`config.mk`:
```
export PLATFORM = sky130hd
export DESIGN_NAME = rio_holding_regs
export DESIGN_NICKNAME = d
export VERILOG_FILES = /design/src/verilog/rio_pkg.sv /design/src/verilog/rio_holding_regs.sv
export SDC_FILE = /design/constraint.sdc
export NUM_CORES = 1
export LEC_CHECK = 0
export BUFFER_PORTS_ARGS = -buffer_cell sky130_fd_sc_hd__buf_4
export CORE_MARGIN = 2
export CORE_UTILIZATION = 46
export DETAILED_ROUTE_END_ITERATION = 7
export PLACE_DENSITY_LB_ADDON = 0.05
export SLEW_MARGIN = 10
export SYNTH_ARGS = -nofsm -noshare
export SYNTH_HDL_FRONTEND = slang
export SYNTH_SLANG_ARGS = --single-unit
```
`constraint.sdc`:
```
create_clock -name clk -period 2.55 [get_ports clk]
set_input_delay 0.3825 -clock clk [delete_from_list [all_inputs] [get_ports clk]]
set_output_delay 0.3825 -clock clk [all_outputs]
set_load 0.1 [all_outputs]
```
`src/verilog/rio_pkg.sv`:
```
`default_nettype none
package rio_pkg;
  // register numbers as listed; the wire address is one less
  localparam logic [15:0] RIO_REG_BIN_IN_1    = 16'h0001;
  localparam logic [15:0] RIO_REG_BIN_IN_2    = 16'h0002;
  localparam logic [15:0] RIO_REG_BIN_IN_3    = 16'h0003;
  localparam logic [15:0] RIO_REG_BIN_IN_4    = 16'h0004;
  localparam logic [15:0] RIO_REG_LOOP_1      = 16'h0005;
  localparam logic [15:0] RIO_REG_LOOP_3      = 16'h0007;
  localparam logic [15:0] RIO_REG_TEMP        = 16'h0008;
  localparam logic [15:0] RIO_REG_CNT_UPPER   = 16'h0009;
  localparam logic [15:0] RIO_REG_CNT_LOWER   = 16'h000A;
  localparam logic [15:0] RIO_REG_BIN_OUT_1   = 16'h01F5;
  localparam logic [15:0] RIO_REG_BIN_OUT_2   = 16'h01F6;
  localparam logic [15:0] RIO_REG_SUPPLY_3    = 16'h01F9;
  localparam logic [15:0] RIO_REG_SUPPLY_4    = 16'h01FA;
  // numbering of listed registers starts at one
  localparam logic [15:0] RIO_REG_BASE        = 16'h0001;
  // identity ranges
  localparam logic [7:0]  RIO_ID_MIN          = 8'h01;
  localparam logic [7:0]  RIO_ID_LOCAL_MAX    = 8'h0A;
  localparam logic [7:0]  RIO_ID_RADIO_MIN    = 8'h0B;
  localparam logic [7:0]  RIO_ID_MAX          = 8'h3C;
  localparam logic [3:0]  RIO_DIGIT_MAX       = 4'h9;
  localparam logic [7:0]  RIO_DIGIT_WEIGHT    = 8'h0A;
  // function codes
  localparam logic [7:0]  RIO_FC_READ_HOLD    = 8'h03;
  localparam logic [7:0]  RIO_FC_WRITE_HOLD   = 8'h06;
  // exception codes
  localparam logic [7:0]  RIO_EXC_NONE        = 8'h00;
  localparam logic [7:0]  RIO_EXC_FUNC        = 8'h01;
  localparam logic [7:0]  RIO_EXC_ADDR        = 8'h02;
  localparam logic [7:0]  RIO_EXC_VALUE       = 8'h03;
  // reset values and legal written maximum
  localparam logic        RIO_OUT_RESET       = 1'b0;
  localparam logic [15:0] RIO_DATA_RESET      = 16'h0000;
  localparam logic [15:0] RIO_SWITCH_MAX      = 16'h0001;
endpackage
`default_nettype wire

```
`src/verilog/rio_holding_regs.sv`:
```
`timescale 1ns/1ps
`default_nettype none
module rio_holding_regs
  import rio_pkg::*;
(
  input  wire logic        clk,
  input  wire logic        rstn,
  // rotary dials, one decimal digit each
  input  wire logic [3:0]  dial_tens,
  input  wire logic [3:0]  dial_units,
  // decoded request from the serial framer
  input  wire logic        req_valid,
  input  wire logic [7:0]  req_slave_id,
  input  wire logic [7:0]  req_func,
  input  wire logic [15:0] req_addr,
  input  wire logic [15:0] req_wdata,
  // answer to the framer
  output logic             rsp_valid,
  output logic [7:0]       rsp_func,
  output logic [7:0]       rsp_exc,
  output logic [15:0]      rsp_data,
  // request to be relayed over the radio
  output logic             relay_valid,
  // identity taken from the dials
  output logic [7:0]       slave_id,
  output logic             slave_id_ok,
  // process inputs
  input  wire logic        binary_in_one,
  input  wire logic        binary_in_two,
  input  wire logic        binary_in_three,
  input  wire logic        binary_in_four,
  input  wire logic [15:0] loop_current_in_one,
  input  wire logic [15:0] loop_current_in_three,
  input  wire logic [15:0] temperature_probe_in,
  input  wire logic [31:0] pulse_count_in,
  // process outputs
  output logic             binary_out_one,
  output logic             binary_out_two,
  output logic             sensor_supply_three,
  output logic             sensor_supply_four
);

  // identity ranges keep wired slaves apart from radio nodes
  // identity in the local range
  function automatic logic is_local_id(input logic [7:0] id);
    is_local_id = (id >= RIO_ID_MIN) && (id <= RIO_ID_LOCAL_MAX);
  endfunction

  // identity in the radio range
  function automatic logic is_radio_id(input logic [7:0] id);
    is_radio_id = (id >= RIO_ID_RADIO_MIN) && (id <= RIO_ID_MAX);
  endfunction

  // dial capture state
  logic [7:0]  id_r;        // captured identity
  logic        id_ok_r;     // captured identity is legal
  logic        id_taken_r;  // dials sampled since reset
  // answer and output registers
  logic        rsp_valid_r;
  logic [7:0]  rsp_func_r;
  logic [7:0]  rsp_exc_r;
  logic [15:0] rsp_data_r;
  logic        relay_r;
  logic        out1_r;
  logic        out2_r;
  logic        sup3_r;
  logic        sup4_r;
  logic [15:0] cnt_lower_r; // lower word held when the upper word is read

  // a digit above nine cannot come from a decimal dial and is refused
  // dial decode: tens times ten plus units
  wire [7:0] dial_id = ({4'h0, dial_tens} * RIO_DIGIT_WEIGHT) + {4'h0, dial_units};
  wire       dial_ok = (dial_tens <= RIO_DIGIT_MAX) && (dial_units <= RIO_DIGIT_MAX)
                       && (is_local_id(dial_id) || is_radio_id(dial_id));

  // request decode; nothing is taken before the dials have been read
  // local identities stay on the wire, remote ones go to the radio
  wire        hit      = req_valid && id_taken_r && id_ok_r
                         && (req_slave_id == id_r);
  wire        is_rd    = (req_func == RIO_FC_READ_HOLD);
  wire        is_wr    = (req_func == RIO_FC_WRITE_HOLD);
  wire [15:0] reg_num  = req_addr + RIO_REG_BASE;
  wire        wr_legal = (req_wdata <= RIO_SWITCH_MAX);
  wire        relay_nxt = req_valid && id_taken_r && !hit
                          && is_radio_id(req_slave_id);

  // unmapped numbers fall to the default branch and are refused with the address exception
  // register lookup: mapped, writable, read value
  logic        map_hit;
  logic        map_rw;
  logic [15:0] rd_val;

  // read selection by register number
  always_comb
  begin
    map_hit = 1'b1;
    map_rw  = 1'b0;
    rd_val  = RIO_DATA_RESET;
    case (reg_num)
      RIO_REG_BIN_IN_1:  rd_val = {15'h0000, binary_in_one};
      RIO_REG_BIN_IN_2:  rd_val = {15'h0000, binary_in_two};
      RIO_REG_BIN_IN_3:  rd_val = {15'h0000, binary_in_three};
      RIO_REG_BIN_IN_4:  rd_val = {15'h0000, binary_in_four};
      RIO_REG_LOOP_1:    rd_val = loop_current_in_one;
      RIO_REG_LOOP_3:    rd_val = loop_current_in_three;
      RIO_REG_TEMP:      rd_val = temperature_probe_in;
      RIO_REG_CNT_UPPER: rd_val = pulse_count_in[31:16];
      RIO_REG_CNT_LOWER: rd_val = cnt_lower_r;
      RIO_REG_BIN_OUT_1:
      begin
        map_rw = 1'b1;
        rd_val = {15'h0000, out1_r};
      end
      RIO_REG_BIN_OUT_2:
      begin
        map_rw = 1'b1;
        rd_val = {15'h0000, out2_r};
      end
      RIO_REG_SUPPLY_3:
      begin
        map_rw = 1'b1;
        rd_val = {15'h0000, sup3_r};
      end
      RIO_REG_SUPPLY_4:
      begin
        map_rw = 1'b1;
        rd_val = {15'h0000, sup4_r};
      end
      default:           map_hit = 1'b0;
    endcase
  end

  // exception for the current request, first match wins: function, then
  // address, then value; a refused request is answered but changes nothing
  wire [7:0] exc_nxt = (!is_rd && !is_wr)          ? RIO_EXC_FUNC :
                       (!map_hit || (is_wr && !map_rw)) ? RIO_EXC_ADDR :
                       (is_wr && !wr_legal)        ? RIO_EXC_VALUE : RIO_EXC_NONE;
  wire       wr_ok   = hit && is_wr && (exc_nxt == RIO_EXC_NONE);
  wire       rd_ok   = hit && is_rd && (exc_nxt == RIO_EXC_NONE);

  // dials sampled once, on the first edge after reset is released
  // the dials behave like straps: turning them later takes effect only
  // at the next reset, so a node never changes identity in mid-poll
  always_ff @(posedge clk)
  begin
    if (!rstn)
    begin
      id_r       <= 8'h00;
      id_ok_r    <= 1'b0;
      id_taken_r <= 1'b0;
    end
    else if (!id_taken_r)
    begin
      id_r       <= dial_id;
      id_ok_r    <= dial_ok;
      id_taken_r <= 1'b1;
    end
  end

  // answer register, one cycle after an accepted request
  // foreign requests leave the answer fields as they were
  always_ff @(posedge clk)
  begin
    if (!rstn)
    begin
      rsp_valid_r <= 1'b0;
      rsp_func_r  <= 8'h00;
      rsp_exc_r   <= RIO_EXC_NONE;
      rsp_data_r  <= RIO_DATA_RESET;
      relay_r     <= 1'b0;
    end
    else
    begin
      rsp_valid_r <= hit;
      relay_r     <= relay_nxt;
      if (hit)
      begin
        rsp_func_r <= req_func;
        rsp_exc_r  <= exc_nxt;
        rsp_data_r <= is_wr ? req_wdata : rd_val;
      end
    end
  end

  // lower counter word held on an upper word read, so the pair is coherent
  // the host reads the words in two requests; without the hold a carry
  // between them would tear the 32-bit count
  always_ff @(posedge clk)
  begin
    if (!rstn)
      cnt_lower_r <= RIO_DATA_RESET;
    else if (rd_ok && (reg_num == RIO_REG_CNT_UPPER))
      cnt_lower_r <= pulse_count_in[15:0];
  end

  // writable output registers
  // only bit 0 is kept; values above one are refused before they land
  always_ff @(posedge clk)
  begin
    if (!rstn)
    begin
      out1_r <= RIO_OUT_RESET;
      out2_r <= RIO_OUT_RESET;
      sup3_r <= RIO_OUT_RESET;
      sup4_r <= RIO_OUT_RESET;
    end
    else if (wr_ok)
    begin
      if (reg_num == RIO_REG_BIN_OUT_1)
        out1_r <= req_wdata[0];
      if (reg_num == RIO_REG_BIN_OUT_2)
        out2_r <= req_wdata[0];
      if (reg_num == RIO_REG_SUPPLY_3)
        sup3_r <= req_wdata[0];
      if (reg_num == RIO_REG_SUPPLY_4)
        sup4_r <= req_wdata[0];
    end
  end

  // port drive
  // every output comes straight from a flip-flop
  assign rsp_valid           = rsp_valid_r;
  assign rsp_func            = rsp_func_r;
  assign rsp_exc             = rsp_exc_r;
  assign rsp_data            = rsp_data_r;
  assign relay_valid         = relay_r;
  assign slave_id            = id_r;
  assign slave_id_ok         = id_ok_r;
  assign binary_out_one      = out1_r;
  assign binary_out_two      = out2_r;
  assign sensor_supply_three = sup3_r;
  assign sensor_supply_four  = sup4_r;
endmodule
`default_nettype wire

```
==> impl_metrics.prom <==
# TYPE chip_impl_metric gauge
chip_impl_info{name="ys_dominant_reg_cell",value="sky130_fd_sc_hd__dfxtp_1"} 1
chip_impl_metric{name="dp_hpwl",unit="mm"} 8.66
chip_impl_metric{name="detailedRoute.firstPassIterationCount",unit=""} 4
chip_impl_metric{name="syn-mean-instance-area",unit="um^2"} 8.40
chip_impl_metric{name="synth-edff-count",unit=""} 0
chip_impl_metric{name="count_of_standard_cell_rows",unit=""} 32
chip_impl_metric{name="clk_pin_slew_worst_paths",unit="ns"} 0.06
chip_impl_metric{name="seq_power_share",unit=""} 0.407
chip_impl_metric{name="grt_first_pass_wirelength",unit="mm"} 17.4
chip_impl_metric{name="die_y",unit="um"} 94.1
chip_impl_info{name="synthDominantAreaCellType",value="sky130_fd_sc_hd__dfxtp_1"} 1
chip_impl_metric{name="p_comb_frac",unit=""} 0.255
chip_impl_metric{name="first_global_vias",unit=""} 3679
chip_impl_metric{name="drive_above_1_share",unit=""} 0.366
chip_impl_metric{name="synth-seq-cells",unit=""} 58
chip_impl_info{name="timing.critical_path.cells",value="buf_4 > ha_1 > ha_1 > fa_1 > nand2_1 > o21bai_1 > mux2i_1 > a221o_1 > o31ai_1"} 1
chip_impl_metric{name="path_max_fanout",unit=""} 4
chip_impl_metric{name="design.portCount",unit=""} 190
chip_impl_metric{name="cts.hold.buffers_added",unit=""} 0
chip_impl_metric{name="post-synth-top-area-fraction",unit=""} 0.311
chip_impl_metric{name="grtUsageMet3",unit=""} 0.0425
chip_impl_metric{name="detail_route.iter0.violations",unit=""} 135
chip_impl_metric{name="final_max_slew_viol_count",unit=""} 0
chip_impl_metric{name="worstRegToRegCells",unit=""} 6
chip_impl_info{name="critPathCaptureType",value="register"} 1
chip_impl_metric{name="synth.distinct_cells",unit=""} 60
chip_impl_info{name="timing.rr.start",value="slave_id[4]"} 1
chip_impl_metric{name="htree_levels",unit=""} 3
chip_impl_info{name="setup.worst_path.start_class",value="primary input"} 1
chip_impl_info{name="post_synth_most_frequent_cells",value="58 x sky130_fd_sc_hd__dfxtp_1, 54 x sky130_fd_sc_hd__o21ai_0, 41 x sky130_fd_sc_hd__mux2i_1"} 1
chip_impl_metric{name="cts.sinks",unit=""} 58
chip_impl_info{name="tightest_hold_check_type",value="in -> reg"} 1
chip_impl_metric{name="drtAntennaViolNets",unit=""} 0
chip_impl_metric{name="place_congestion",unit=""} 0.908
chip_impl_metric{name="cpPeakStageDelay",unit="ns"} 0.53
chip_impl_metric{name="groute.layer.met2.usage",unit=""} 0.442
chip_impl_metric{name="place.port_buffers",unit=""} 183
chip_impl_info{name="critPathMostFrequentCell",value="sky130_fd_sc_hd__ha_1"} 1
chip_impl_metric{name="clkPwrFrac",unit=""} 0.339
chip_impl_metric{name="worstSkewPairLatency",unit="ns"} 0.33
chip_impl_metric{name="post_synth_instance_area",unit="mm^2"} 0.00373
chip_impl_info{name="rr_endpoint",value="binary_out_one"} 1
chip_impl_metric{name="fp.dieW",unit="um"} 94.1
chip_impl_metric{name="p_leak",unit="nW"} 2.42
chip_impl_info{name="netlist_top_cells_area",value="sky130_fd_sc_hd__dfxtp_1 31%, sky130_fd_sc_hd__mux2i_1 11%, sky130_fd_sc_hd__o21ai_0 7.2%"} 1
chip_impl_metric{name="viasPerCell",unit=""} 5.40
chip_impl_metric{name="final_net_count",unit=""} 770
chip_impl_metric{name="max-clock-path-buffers",unit=""} 2
chip_impl_metric{name="insertedDiodeCount",unit=""} 0
chip_impl_metric{name="power.density",unit="mW/mm^2"} 429
chip_impl_metric{name="core_area",unit="mm^2"} 0.00781
chip_impl_metric{name="cellInternalPower",unit="mW"} 1.61
chip_impl_metric{name="max_slew.worst_pin.slew",unit="ns"} 0.502
chip_impl_metric{name="final-setup-viol-count",unit=""} 0
chip_impl_metric{name="power.share.switching",unit=""} 0.300
chip_impl_metric{name="r2r_slack",unit="ns"} 0.54
chip_impl_metric{name="max-slew-margin-rel",unit=""} 0.660
chip_impl_info{name="grt_setup_unrepaired",value="no"} 1
chip_impl_metric{name="fmax",unit="MHz"} 444
chip_impl_metric{name="route.detailed.drc",unit=""} 0
chip_impl_info{name="tritoncts",value="yes"} 1
chip_impl_metric{name="fin_ws",unit="ns"} 0.297
chip_impl_metric{name="maximum_number_of_pins_on_one_net_before_global_route_repair",unit=""} 59
chip_impl_metric{name="global_route_usage_over_all_layers",unit=""} 0.251
chip_impl_info{name="timing.critical_path.to",value="slave_id_ok"} 1
chip_impl_metric{name="antenna_violations_before_repair",unit=""} 0
chip_impl_metric{name="sequential_area_share_after_synthesis",unit=""} 0.311
chip_impl_metric{name="asyncSetResetFlopFracSynth",unit=""} 0
chip_impl_metric{name="clock_skew",unit="ns"} 0.00371
chip_impl_metric{name="required_time_at_the_worst_slack_endpoint",unit="ns"} 2.79
chip_impl_metric{name="die_area",unit="mm^2"} 0.00885
chip_impl_metric{name="placement.cell_area",unit="mm^2"} 0.00518
chip_impl_info{name="clockRootBuffer",value="sky130_fd_sc_hd__clkbuf_8"} 1
chip_impl_metric{name="routed_wl",unit="mm"} 11.1
chip_impl_metric{name="grt-ovfl-total",unit=""} 0
chip_impl_metric{name="postCtsSetupRepairBufs",unit=""} 0
chip_impl_info{name="critical-path-slowest-cell",value="sky130_fd_sc_hd__fa_1"} 1
chip_impl_metric{name="critical_path_arrival",unit="ns"} 2.49
chip_impl_info{name="critical_path.startpoint",value="dial_tens[1]"} 1
chip_impl_metric{name="grtUsageMet1",unit=""} 0.310
chip_impl_metric{name="power_switching",unit="mW"} 0.690
chip_impl_metric{name="post-route-period-util",unit=""} 0.884
chip_impl_metric{name="instance_count_of_the_mapped_netlist",unit=""} 444
chip_impl_metric{name="final.min_clock_period",unit="ns"} 2.25
chip_impl_metric{name="postCtsResizedCells",unit=""} 0
chip_impl_metric{name="layout.cell_area.non_filler",unit="mm^2"} 0.00536
chip_impl_metric{name="hold_viol",unit=""} 0
chip_impl_metric{name="cts_inserted_buffers",unit=""} 9
chip_impl_info{name="outcome",value="completed"} 1
chip_impl_info{name="grt.busiest_layer",value="met2"} 1
chip_impl_metric{name="initial_core_util",unit=""} 0.478
chip_impl_info{name="criticalPathCategory",value="in -> reg"} 1
chip_impl_metric{name="drv_cap",unit=""} 0
chip_impl_metric{name="avgRoutedWirePerCell",unit="um"} 15.3
chip_impl_metric{name="numPlacedInstances",unit=""} 709
chip_impl_metric{name="final_cells",unit=""} 725
chip_impl_metric{name="synthToLayoutAreaGrowth",unit="%"} 43.6
chip_impl_metric{name="route.vias.total",unit=""} 3912
chip_impl_metric{name="place_ws",unit="ns"} -0.0351
chip_impl_metric{name="irDropWorstVdd",unit="mV"} 0.213
chip_impl_info{name="synth.most_common_cell",value="sky130_fd_sc_hd__dfxtp_1"} 1
chip_impl_metric{name="yosys_warnings",unit=""} 0
==> stage by stage <==
step            util  TNS [ns]  hold slack [ns]  power, mW
2_1_floorplan      -         0            0.410       1.29
3_3_place_gp   0.663         0            0.452       1.53
3_5_place_dp   0.663   -0.0351            0.459       1.54
4_1_cts        0.686         0            0.303       2.32
5_1_grt        0.686         0            0.314       2.40
6_report       0.686         0            0.315       2.30
==> sequential cells by signal, indices dropped and copies added (netlist names) <==
signal / flops
binary_out_one: 1
rsp_exc: 2
id_taken_r: 1
slave_id_ok: 1
cnt_lower_r: 16
rsp_valid: 1
binary_out_two: 1
slave_id: 8
sensor_supply_four: 1
rsp_data: 16
relay_valid: 1
sensor_supply_three: 1
rsp_func: 8
==> power groups by stage <==
stage / combinational (mW) / sequential [mW] / clock, mW
floorplan: 0.246 / 1.05 / 0
global placement: 0.575 / 0.956 / 0
detailed placement: 0.585 / 0.956 / 0
CTS: 0.587 / 0.936 / 0.794
global route: 0.628 / 0.937 / 0.837
finish: 0.586 / 0.936 / 0.779
==> critical path, delay by kind of cell <==
kind	cells	cell delay, ns
buf+inv	1	0.12
simple gates	1	0.08
fa+ha+maj	3	1.04
compound gates	3	0.75
mux	1	0.13
==> final cells by class <==
class                   instances  area, um^2
inverters                       4        15.0
clock inverters                 2        10.0
repair buffers                193        1460
fillers                       689        2450
multi-input cells             352        2410
flip-flops and latches         58        1160
clock buffers                  14         173
well taps                     102         128
==> cells by family after synthesis <==
logic type,synth area share
multiplexers,0.113
AO/OA/AOI/OAI,0.184
buffers and inverters,0.0526
other,0.00101
adder cells (fa/ha/maj),0.0342
XOR/XNOR,0.0305
flip-flops,0.311
AND/OR/NAND/NOR,0.274
==> layout by cell type (no fill, tap or decap), types with 3 or more instances in the layout <==
cell type	n
sky130_fd_sc_hd__conb_1	6
sky130_fd_sc_hd__ha_1	7
sky130_fd_sc_hd__and2_0	4
sky130_fd_sc_hd__and2_1	10
sky130_fd_sc_hd__nor4_1	6
sky130_fd_sc_hd__nand2b_1	3
sky130_fd_sc_hd__xor2_1	10
sky130_fd_sc_hd__nor2_1	15
sky130_fd_sc_hd__o21ai_0	54
sky130_fd_sc_hd__buf_4	192
sky130_fd_sc_hd__a21oi_1	8
sky130_fd_sc_hd__clkbuf_8	12
sky130_fd_sc_hd__and3_1	17
sky130_fd_sc_hd__inv_1	4
sky130_fd_sc_hd__nor3_1	5
sky130_fd_sc_hd__dfxtp_1	55
sky130_fd_sc_hd__and2_2	6
sky130_fd_sc_hd__nor2b_1	28
sky130_fd_sc_hd__nand2_1	40
sky130_fd_sc_hd__nand3_1	12
sky130_fd_sc_hd__a221oi_1	16
sky130_fd_sc_hd__nand4_1	8
sky130_fd_sc_hd__dfxtp_2	3
sky130_fd_sc_hd__or3_1	3
sky130_fd_sc_hd__mux2i_1	41
sky130_fd_sc_hd__a21boi_0	8
sky130_fd_sc_hd__xnor2_1	3
sky130_fd_sc_hd__o211ai_1	4
==> routing by layer <==
| metal | wire length, um | up-vias | share of wire |
|---|---|---|---|
| met5 | 0 | - | 0 |
| met4 | 213 | 0 | 0.019 |
| met3 | 707 | 19 | 0.064 |
| met2 | 5520 | 148 | 0.50 |
| met1 | 4680 | 1795 | 0.42 |
| li1 | - | 1950 | - |
==> how the worst min path moves through the flow <==
stage | startpoint | endpoint | slack, ns | depth (start not counted)
after global placement | rsp_func[6] | rsp_func[6] | 0.45 | 2
after global routing | pulse_count_in[2] | cnt_lower_r[2] | 0.31 | 3
after CTS | pulse_count_in[3] | cnt_lower_r[3] | 0.30 | 3
final | pulse_count_in[3] | cnt_lower_r[3] | 0.32 | 3
after detailed placement | rsp_func[0] | rsp_func[0] | 0.46 | 2
after floorplan | rstn | id_taken_r | 0.41 | 0
(Power assumes the default switching activity.)
